**src/rtl/rss_map.svh**
```systemverilog
// Purpose: named constants of the reset stretch sequencer
// Assumes: slow timing clock nominally 32 kHz, core clock 250 MHz
// Notes:   counts are in slow-clock cycles unless named otherwise
`ifndef RSS_MAP_SVH
`define RSS_MAP_SVH

`define RSS_POR_MS          300
`define RSS_SLOW_HZ         32000
`define RSS_POR_CYC         ((`RSS_POR_MS * `RSS_SLOW_HZ) / 1000)
`define RSS_MEM_CYC         7
`define RSS_SYS_CYC         14
`define RSS_QUAL_CYC        4

`endif

```
**src/rtl/rss_pkg.sv**
```systemverilog
// Purpose: types of the reset stretch sequencer
// Assumes: nothing beyond the map header
// Notes:   one-hot sequencer states
package rss_pkg;
   typedef enum logic [3:0] {
      RSS_ST_POR  = 4'h1,
      RSS_ST_HOLD = 4'h2,
      RSS_ST_STR  = 4'h4,
      RSS_ST_RUN  = 4'h8
   } rss_state_t;
endpackage : rss_pkg

```
**src/rtl/rss_reset_stretch_sequencer.sv**
```systemverilog
// Purpose: power-up pulse, hard-reset qualifier and two reset stretchers
// Assumes: slow timing clock arrives as a pin, sampled on the core clock
// Notes:   all timing counts on slow-clock rising edges
`timescale 1ns/1ps
`default_nettype none
`include "rss_map.svh"

module rss_reset_stretch_sequencer
   import rss_pkg::*;
#(
   parameter int unsigned POR_CYC = `RSS_POR_CYC
) (
   input  wire logic i_core_clk,
   input  wire logic i_nrst,
   input  wire logic i_slow_timing_clock,
   input  wire logic i_hard_rst_n,
   output var  logic o_mem_rst_n,
   output var  logic o_system_rst_internal_n,
   output var  logic o_board_rst_n
);
   localparam int PW = (POR_CYC > 1) ? $clog2(POR_CYC + 1) : 1;

   // pin synchronisers, three stages each
   logic [2:0] clk_sync_q;
   logic [2:0] hrst_sync_q;
   logic       clk_lvl_q;
   logic       hrst_lvl_q;
   logic [2:0] clk_sync_d;
   logic [2:0] hrst_sync_d;
   logic       clk_lvl_d;
   logic       hrst_lvl_d;
   logic       slow_tick;

   always_comb begin
      clk_sync_d  = {clk_sync_q[1:0], i_slow_timing_clock};
      hrst_sync_d = {hrst_sync_q[1:0], ~i_hard_rst_n};
      clk_lvl_d   = (clk_sync_q[1] == clk_sync_q[2]) ? clk_sync_q[2] : clk_lvl_q;
      hrst_lvl_d  = (hrst_sync_q[1] == hrst_sync_q[2]) ? hrst_sync_q[2] : hrst_lvl_q;
   end

   always_ff @(posedge i_core_clk) begin
      if (!i_nrst) begin
         // reset high: a slow clock already high at release is no edge
         clk_sync_q  <= '1;
         hrst_sync_q <= 3'h0;
         clk_lvl_q   <= 1'b1;
         hrst_lvl_q  <= 1'b0;
      end else begin
         clk_sync_q  <= clk_sync_d;
         hrst_sync_q <= hrst_sync_d;
         clk_lvl_q   <= clk_lvl_d;
         hrst_lvl_q  <= hrst_lvl_d;
      end
   end

   // one-cycle enable per slow-clock rising edge
   assign slow_tick = clk_lvl_d & ~clk_lvl_q;

   // hard-reset qualifier
   logic [2:0] qual_q;
   logic [2:0] qual_d;
   logic       hrst_ok;

   always_comb begin
      qual_d = qual_q;
      if (!hrst_lvl_q) begin
         qual_d = 3'h0;
      end else if (slow_tick && (qual_q < 3'(`RSS_QUAL_CYC))) begin
         qual_d = qual_q + 3'h1;
      end
   end

   always_ff @(posedge i_core_clk) begin
      if (!i_nrst) begin
         qual_q <= 3'h0;
      end else begin
         qual_q <= qual_d;
      end
   end

   // shorter pulses never reach the count, so they are ignored
   assign hrst_ok = hrst_lvl_q && (qual_q == 3'(`RSS_QUAL_CYC));

   // sequencer and counters
   rss_state_t  st_q;
   rss_state_t  st_d;
   logic [PW-1:0] por_q;
   logic [PW-1:0] por_d;
   logic [3:0]  mem_q;
   logic [3:0]  mem_d;
   logic [3:0]  sys_q;
   logic [3:0]  sys_d;
   logic        mem_rst_n_d;
   logic        sys_rst_n_d;
   logic        mem_rst_n_q;
   logic        sys_rst_n_q;
   logic        board_rst_n_q;

   always_comb begin
      st_d  = st_q;
      por_d = por_q;
      mem_d = mem_q;
      sys_d = sys_q;
      case (st_q)
         RSS_ST_POR: begin
            mem_d = 4'h0;
            sys_d = 4'h0;
            if (slow_tick) begin
               if (por_q >= PW'(POR_CYC - 1)) begin
                  st_d = RSS_ST_STR;
               end else begin
                  por_d = por_q + PW'(1);
               end
            end
         end
         RSS_ST_HOLD: begin
            mem_d = 4'h0;
            sys_d = 4'h0;
            if (!hrst_lvl_q) begin
               st_d = RSS_ST_STR;
            end
         end
         RSS_ST_STR: begin
            if (hrst_ok) begin
               st_d = RSS_ST_HOLD;
            end else if (slow_tick) begin
               if (mem_q < 4'(`RSS_MEM_CYC)) begin
                  mem_d = mem_q + 4'h1;
               end
               if (sys_q < 4'(`RSS_SYS_CYC)) begin
                  sys_d = sys_q + 4'h1;
               end
               if (sys_q == 4'(`RSS_SYS_CYC - 1)) begin
                  st_d = RSS_ST_RUN;
               end
            end
         end
         RSS_ST_RUN: begin
            if (hrst_ok) begin
               st_d  = RSS_ST_HOLD;
               mem_d = 4'h0;
               sys_d = 4'h0;
            end
         end
         default: begin
            st_d = RSS_ST_POR;
         end
      endcase
      mem_rst_n_d = (st_d != RSS_ST_POR) && (st_d != RSS_ST_HOLD)
                    && (mem_d == 4'(`RSS_MEM_CYC));
      sys_rst_n_d = (st_d == RSS_ST_RUN);
   end

   always_ff @(posedge i_core_clk) begin
      if (!i_nrst) begin
         st_q          <= RSS_ST_POR;
         por_q         <= '0;
         mem_q         <= 4'h0;
         sys_q         <= 4'h0;
         mem_rst_n_q   <= 1'b0;
         sys_rst_n_q   <= 1'b0;
         board_rst_n_q <= 1'b0;
      end else begin
         st_q          <= st_d;
         por_q         <= por_d;
         mem_q         <= mem_d;
         sys_q         <= sys_d;
         mem_rst_n_q   <= mem_rst_n_d;
         sys_rst_n_q   <= sys_rst_n_d;
         board_rst_n_q <= sys_rst_n_d;
      end
   end

   assign o_mem_rst_n             = mem_rst_n_q;
   assign o_system_rst_internal_n = sys_rst_n_q;
   assign o_board_rst_n           = board_rst_n_q;
endmodule : rss_reset_stretch_sequencer
`default_nettype wire

```
**config.mk**
```make
export PLATFORM = sky130hd
export DESIGN_NAME = rss_reset_stretch_sequencer
export DESIGN_NICKNAME = d
export VERILOG_FILES = /design/src/rtl/rss_pkg.sv /design/src/rtl/rss_reset_stretch_sequencer.sv
export VERILOG_INCLUDE_DIRS = /design/src /design/src/rtl
export SDC_FILE = /design/constraint.sdc
export NUM_CORES = 1
export LEC_CHECK = 0
export BUFFER_PORTS_ARGS = -buffer_cell sky130_fd_sc_hd__buf_2
export CAP_MARGIN = 25
export CORE_ASPECT_RATIO = 0.9
export CORE_MARGIN = 2
export CORE_UTILIZATION = 55
export CTS_CLUSTER_DIAMETER = 60
export CTS_CLUSTER_SIZE = 16
export DETAILED_ROUTE_END_ITERATION = 10
export PLACE_DENSITY_LB_ADDON = 0.08
export SYNTH_ARGS = -nofsm -noshare
export SYNTH_HDL_FRONTEND = slang
export SYNTH_SLANG_ARGS = --single-unit
```
**constraint.sdc**
```tcl
create_clock -name i_core_clk -period 1.8 [get_ports i_core_clk]
set_input_delay 0.18 -clock i_core_clk [delete_from_list [all_inputs] [get_ports i_core_clk]]
set_output_delay 0.18 -clock i_core_clk [all_outputs]
set_load 0.03 [all_outputs]
```
==> out/qor.csv, run 1 <==
stage;metric;value;unit
routing;num_vias;1643;
critical_path;crit_slowest_cell;nor4_2;
synth;syn-num-nets;227;
timing;fin_tns_setup;0;ns
timing;slew_headroom;71.8;%
timing;worst_clock_skew;0.00541;ns
global_routing;grt_pass1_vias;1528;
floorplan;core_area;3400;µm²
routing;drc;0;
floorplan;io_pins;7;
global_routing;grt_max_degree;18;
pwr;internal-power;0.00119;W
final_layout;syn_to_final_growth;20.8;%
critical_path;crit_required;1.99;ns
critical_path;r2r_end;o_mem_rst_n;
global_routing;grt_usage;22.7;%
pwr;vdd_drop_max;0.655;mV
critical_path;worstPathArrival;1.96;ns
floorplan;start_util;57.9;%
pwr;combPwrFrac;2.0;%
synth;synthTopCellsByArea;dfxtp_1, nor2_1, ha_1;
routing;initialDrtViolationCount;61;
job;cap_violations;0;
pwr;p_switching;0.000334;W
clock_tree;cts-buffers-inserted;5;
global_routing;grt-ovfl-total;0;
status;outcome;finished, final reports clean;
final_layout;fillers;292;
clock_tree;ctsRootBufferMaster;clkbuf_8;
final_layout;diodes;0;
synth;yosys.area.top_type;dfxtp_1;
pwr;pwr_density_cell;641;nW/µm²
routing;wl_per_cell;14.4;µm
pwr;seqPwrFrac;57.0;%
routing;drt-total-wl;4.20;mm
synth;yosysWarnings;0;
timing;tightestPinTransition;0.418;ns
synth;synth_top_area_share;39.6;%
clock_tree;clock-sinks;39;
clock_tree;path_clk_slew;0.08;ns
critical_path;start_kind;flip-flop;
min_path;holdCritPathClass;in -> reg;
pwr;sw_frac_of_total;21.9;%
synth;synth_cells;217;
critical_path;reg2regPathDepth;7;
timing;holdWs;0.0306;ns
final_layout;final_cell_mix;dfxtp_1, nor2_1, buf_4, a21oi_1, nand2_1;
synth;ys_async_sr_fraction;0;%
critical_path;ff2ff_setup_slack;0.02;ns
floorplan;die_area;4080;µm²
placed_design;gp_congestion;0.807;
clock_tree;clock_latency;0.29;ns
routing;firstDrtPassIters;4;
synth;synthFlopType;dfxtp_1;
timing;drv_slew;0;
synth;syn_area;1970;µm²
final_layout;drive_gt1_share;27.8;%
min_path;min_path_cells;2;
final_layout;finalCoreUtilization;69.9;%
timing;period_needed;1.78;ns
critical_path;cp_max_fo;5;
placed_design;port_buffers;6;
timing;finalHoldViolations;0;
timing;fmax;0.563;GHz
floorplan;die_h;60.8;µm
floorplan;rows;20;
pwr;clkPwrFrac;41.0;%
synth;ys_seq_elements;39;
critical_path;crit_path_end_kind;flip-flop;
synth;yosysSeqAreaShare;39.6;%
clock_tree;cts_tree;yes;
placed_design;hpwl;2.99;mm
timing;period_share;98.7;%
global_routing;grt_pass1_wl;6.90;mm
routing;ant_nets;0;
final_layout;final_common_cell;dfxtp_1;
timing;rsz0062_at_grt;yes;
min_path;hold_path_end;hrst_sync_q[0];
floorplan;die_w;67.1;µm
pwr;leakagePower;0.853;nW
synth;synth_edf_count;0;
synth;syn_area_per_cell;9.08;µm²
critical_path;critPathKind;reg -> reg;
critical_path;r2r_start;qual_q[1];
timing;setup_violations;0;
global_routing;grt_antenna_before_repair;0;
critical_path;path_cells;inv_2, ha_4, and3_4, a211oi_1, o31a_1, o21ai_0, nor4_2;
clock_tree;clockBufferDepth;2;
synth;ys_types;49;
critical_path;worst_path_largest_cell_delay;0.37;ns
min_path;hold_start;i_hard_rst_n;
routing;drt-vias-per-instance;5.63;
final_layout;fin_nets;257;
clock_tree;h-tree-depth;2;
-- power by group through the flow --
stage	sequential (W)	clock [W]	combinational (W)
floorplan	0.000890	0	0.0000172
global placement	0.000890	0	0.0000294
detailed placement	0.000890	0	0.0000304
CTS	0.000869	0.000639	0.0000306
global route	0.000870	0.000670	0.0000337
finish	0.000869	0.000625	0.0000308
-- logic make-up (layout without fill, tap and decap cells) --
family / Yosys count / in the layout / share of synthesized area, %
flip-flops: 39 / 39 / 39.6
AO/OA/AOI/OAI: 51 / 51 / 19.8
multiplexers: 5 / 5 / 2.54
AND/OR/NAND/NOR: 90 / 90 / 26.5
XOR/XNOR: 9 / 9 / 4.00
buffers and inverters: 17 / 48 / 3.75
adder cells (fa/ha/maj): 6 / 6 / 3.81
-- Yosys cell counts (all sizes together), types with 2 or more instances --
library cell and number:
a2111oi 3, a211oi 6, a21o 2, a21oi 15, a31oi 4, a32oi 2
and2 6, and3 3, buf 6, clkbuf 2, dfxtp 39, ha 6
inv 8, mux2i 5, nand2 12, nand2b 9, nand3 10, nand3b 4
nand4 3, nor2 25, nor2b 2, nor3 2, nor4 4, nor4b 3
o21a 4, o21ai 9, xnor2 8
-- through the flow --
stage                     cell area [µm²]  setup slack (ns)  power [W]  instances
after global placement               2190            0.0715   0.000919        282
final                                2380            0.0234    0.00153        292
after floorplan                      1970            0.0326   0.000907        217
after global routing                 2380            -0.116    0.00157        292
after detailed placement             2190            0.0145   0.000920        282
after CTS                            2300          0.000790    0.00154        291
-- flip-flops by register name (all words and copies together) (netlist names) --
register / flops
sys_q: 4
hrst_sync_q: 3
o_board_rst_n: 1
clk_sync_q: 3
por_q: 14
clk_lvl_q: 1
hrst_lvl_q: 1
st_q: 4
qual_q: 3
o_mem_rst_n: 1
mem_q: 4
-- repair_timing --
item	4_1_cts	5_1_grt
hold buffers	0	0
gates resized for setup	5	14
pin swaps	2	4
setup endpoints to repair	1	11
buffers inserted	1	1
endpoints found under the hold margin	0	0
-- per-layer routing --
metal	GRT usage, %	part of all wire (%)	vias up	wire (µm)
met3	4.45	2.8	5	117
met2	35.8	47	20	1970
met1	31.2	49	784	2080
li1	-	-	834	-
met4	7.87	0.98	0	41
met5	0	0	-	0
-- how the worst max path moves through the flow --
stage | startpoint | slack [ns] | endpoint | cells past startpoint
final | qual_q[1] | 0.02 | o_mem_rst_n | 7
after global routing | clk_sync_q[1] | -0.12 | o_mem_rst_n | 6
after CTS | st_q[0] | 0.0008 | o_mem_rst_n | 5
after detailed placement | qual_q[0] | 0.01 | o_mem_rst_n | 8
after global placement | qual_q[1] | 0.07 | o_mem_rst_n | 8
after floorplan | qual_q[0] | 0.03 | o_mem_rst_n | 7
-- area by class of cell --
type,instances,area (µm²),share of cell area [%]
Multi-Input combinational cell,161,1190,49.9
Sequential cell,39,786,33.0
Timing Repair Buffer,31,218,9.15
Clock buffer,6,82.6,3.47
Tap cell,44,55.1,2.31
Inverter,9,33.8,1.42
Clock inverter,2,16.3,0.684
-- worst max-delay path, delay by kind of cell (launching register included) --
kind / cells / cell delay (ns)
AO/OA/AOI/OAI: 3 / 0.61
adder cells (fa/ha/maj): 1 / 0.15
buffers and inverters: 1 / 0.04
flip-flops: 1 / 0.34
AND/OR/NAND/NOR: 2 / 0.54
Power figures use the tool's default switching activity.
==> run 2: changes to the inputs <==
--- a/config.mk
+++ b/config.mk
@@ -6,6 +6,7 @@
 export SDC_FILE = /design/constraint.sdc
 export NUM_CORES = 1
 export LEC_CHECK = 0
+export ABC_AREA = 1
 export BUFFER_PORTS_ARGS = -buffer_cell sky130_fd_sc_hd__buf_2
 export CAP_MARGIN = 25
 export CORE_ASPECT_RATIO = 0.9
==> out/qor.csv, run 2 <==
stage;metric;value;unit
status;outcome;finished, final reports clean;
pwr;combPwrFrac;1.9;%
synth;ys_types;34;
floorplan;core_area;3680;µm²
synth;synth-compound-area-share;10.6;%
clock_tree;cts_tree;yes;
pwr;vdd_drop_max;0.583;mV
placed_design;dp_slack;0.163;ns
critical_path;r2r_end;sys_q[3];
clock_tree;h-tree-depth;2;
routing;wl_per_cell;11.7;µm
critical_path;start_kind;flip-flop;
routing;drc;0;
pwr;pwr_density_cell;670;nW/µm²
global_routing;grt_max_degree;19;
synth;yosysWarnings;0;
timing;slew_headroom;77.9;%
critical_path;crit_required;2.02;ns
critical_path;crit_path_end_kind;flip-flop;
pwr;leakagePower;0.940;nW
timing;period_share;87.1;%
timing;finalHoldViolations;0;
synth;synthMostInstantiatedCell;nand2_1;
floorplan;start_util;57.0;%
floorplan;rows;21;
synth;yosys-top-cells-count;nand2_1, dfxtp_1, nor2_1, inv_1, nand3_1;
synth;ys_seq_elements;39;
min_path;holdCritPathClass;in -> reg;
routing;drt-vias-per-instance;5.26;
timing;fin_tns_setup;0;ns
final_layout;drive_gt1_share;16.0;%
final_layout;final_common_cell;nand2_1;
pwr;sw_frac_of_total;20.6;%
final_layout;final_cell_mix;nand2_1, dfxtp_1, nor2_1, inv_1, nand3_1;
synth;syn_area_per_cell;7.16;µm²
clock_tree;clockBufferDepth;2;
pwr;p_switching;0.000319;W
placed_design;port_buffers;6;
floorplan;die_h;62.6;µm
timing;holdWs;0.0419;ns
synth;syn-num-nets;303;
final_layout;fillers;358;
synth;yosysSeqAreaShare;37.2;%
synth;synth_top_area_share;37.2;%
floorplan;die_w;69.1;µm
critical_path;cp_max_fo;7;
synth;synthTopCellsByArea;dfxtp_1, nand2_1, nor2_1;
timing;tightestPinTransition;0.331;ns
global_routing;grt-ovfl-total;0;
placed_design;gp_congestion;0.892;
placed_design;hpwl;2.94;mm
synth;synthFlopType;dfxtp_1;
critical_path;worstPathArrival;1.78;ns
final_layout;largest_reg_flops;14;
timing;worst_clock_skew;0.00750;ns
synth;syn_area;2100;µm²
clock_tree;clock_latency;0.29;ns
synth;yosys.area.top_type;dfxtp_1;
synth;muxShareOfSynthArea;0;%
critical_path;endpoint;sys_q[3];
final_layout;diodes;0;
synth;synthSimpleGateAreaFrac;35.6;%
critical_path;crit_start;qual_q[0];
routing;num_vias;1851;
timing;fmax;0.638;GHz
floorplan;die_area;4320;µm²
synth;synth_fa_ha_area_share;3.58;%
critical_path;reg2regPathDepth;9;
critical_path;r2r_start;qual_q[0];
clock_tree;path_clk_slew;0.07;ns
clock_tree;ctsRootBufferMaster;clkbuf_8;
floorplan;io_pins;7;
pwr;internal-power;0.00123;W
routing;drt-total-wl;4.13;mm
pwr;clkPwrFrac;41.7;%
timing;drv_slew;0;
routing;firstDrtPassIters;4;
synth;synth_edf_count;0;
global_routing;grt_usage;21.0;%
critical_path;critPathKind;reg -> reg;
final_layout;top_register;por_q;
global_routing;grt_pass1_wl;7.42;mm
synth;ys_async_sr_fraction;0;%
synth;synth_xor_area_share;4.59;%
timing;setup_ws;0.233;ns
final_layout;fin_nets;315;
clock_tree;cts-buffers-inserted;5;
final_layout;syn_to_final_growth;9.90;%
timing;period_needed;1.57;ns
synth;synth_top_family_by_area;simple AND/OR/NAND/NOR gates;
routing;initialDrtViolationCount;142;
synth;synth_cells;293;
clock_tree;clock-sinks;39;
timing;setup_violations;0;
critical_path;ff2ff_setup_slack;0.23;ns
job;cap_violations;0;
global_routing;grt_pass1_vias;1670;
routing;ant_nets;0;
pwr;seqPwrFrac;56.4;%
timing;rsz0062_at_grt;no;
global_routing;grt_antenna_before_repair;0;
-- run 2: power by group through the flow --
| stage | Combinational, W | Sequential (W) | Clock, W |
|---|---|---|---|
| 2_1_floorplan | 0.0000190 | 0.000889 | 0 |
| 3_3_place_gp | 0.0000290 | 0.000890 | 0 |
| 3_5_place_dp | 0.0000291 | 0.000890 | 0 |
| 4_1_cts | 0.0000294 | 0.000870 | 0.000668 |
| 5_1_grt | 0.0000331 | 0.000870 | 0.000709 |
| 6_report | 0.0000296 | 0.000870 | 0.000644 |
-- run 2: layout make-up --
cell class	instances	area, µm²	share of cell area [%]
clock buffers	7	96.3	4.18
clock inverters	1	7.51	0.326
inverters	35	131	5.70
multi-input cells	213	1150	49.9
flip-flops and latches	39	781	33.9
well taps	46	57.6	2.50
repair buffers	11	80.1	3.47
-- run 2: stage by stage --
stage / power (W) / area [µm²] / util (%) / instances
after floorplan: 0.000909 / 2100 / - / 293
after global placement: 0.000919 / 2150 / 58.6 / 341
after detailed placement: 0.000919 / 2150 / 58.6 / 341
after CTS: 0.00157 / 2260 / 61.4 / 349
after global routing: 0.00161 / 2300 / 62.7 / 352
final: 0.00154 / 2300 / 62.7 / 352
-- run 2: what timing repair did --
action                                  4_1_cts  5_1_grt
buffers inserted                              0        3
hold buffers                                  0        0
resized for setup                             0        2
endpoints found under the setup margin        0        7
-- run 2: routing by layer --
layer | up-vias | global-route usage, % | routed length (µm) | share of wire, %
li1 | 962 | - | - | -
met1 | 835 | 30.0 | 2110 | 51
met2 | 50 | 32.0 | 1740 | 42
met3 | 4 | 4.35 | 234 | 5.7
met4 | 0 | 6.62 | 41 | 0.99
met5 | - | 0 | 0 | 0
-- run 2: how the worst min path moves through the flow --
| stage | startpoint | to | depth (start not counted) |
|---|---|---|---|
| 2_1_floorplan | i_hard_rst_n | hrst_sync_q[0] | 1 |
| 3_3_place_gp | i_hard_rst_n | hrst_sync_q[0] | 2 |
| 3_5_place_dp | i_hard_rst_n | hrst_sync_q[0] | 2 |
| 4_1_cts | i_hard_rst_n | hrst_sync_q[0] | 2 |
| 5_1_grt | i_hard_rst_n | hrst_sync_q[0] | 2 |
| 6_report | i_hard_rst_n | hrst_sync_q[0] | 2 |
-- run 2: kinds of logic (layout without fill, tap and decap cells) --
kind of cell | after synthesis | count (layout)
DFF | 39 | 39
AOI/OAI and AO/OA | 37 | 37
adders and majority gates | 6 | 6
and+or+nand+nor | 159 | 159
xor gates and xnor gates | 11 | 11
buffers and inverters | 41 | 54
-- run 2: critical path, cell delays in order (launching register included) --
cell	delay, ns
dfxtp_1	0.35
inv_1	0.06
ha_1	0.19
nand3_1	0.20
nand2_1	0.10
a31oi_2	0.22
nand2_1	0.10
nand2_2	0.08
nand2_1	0.06
a21oi_1	0.13
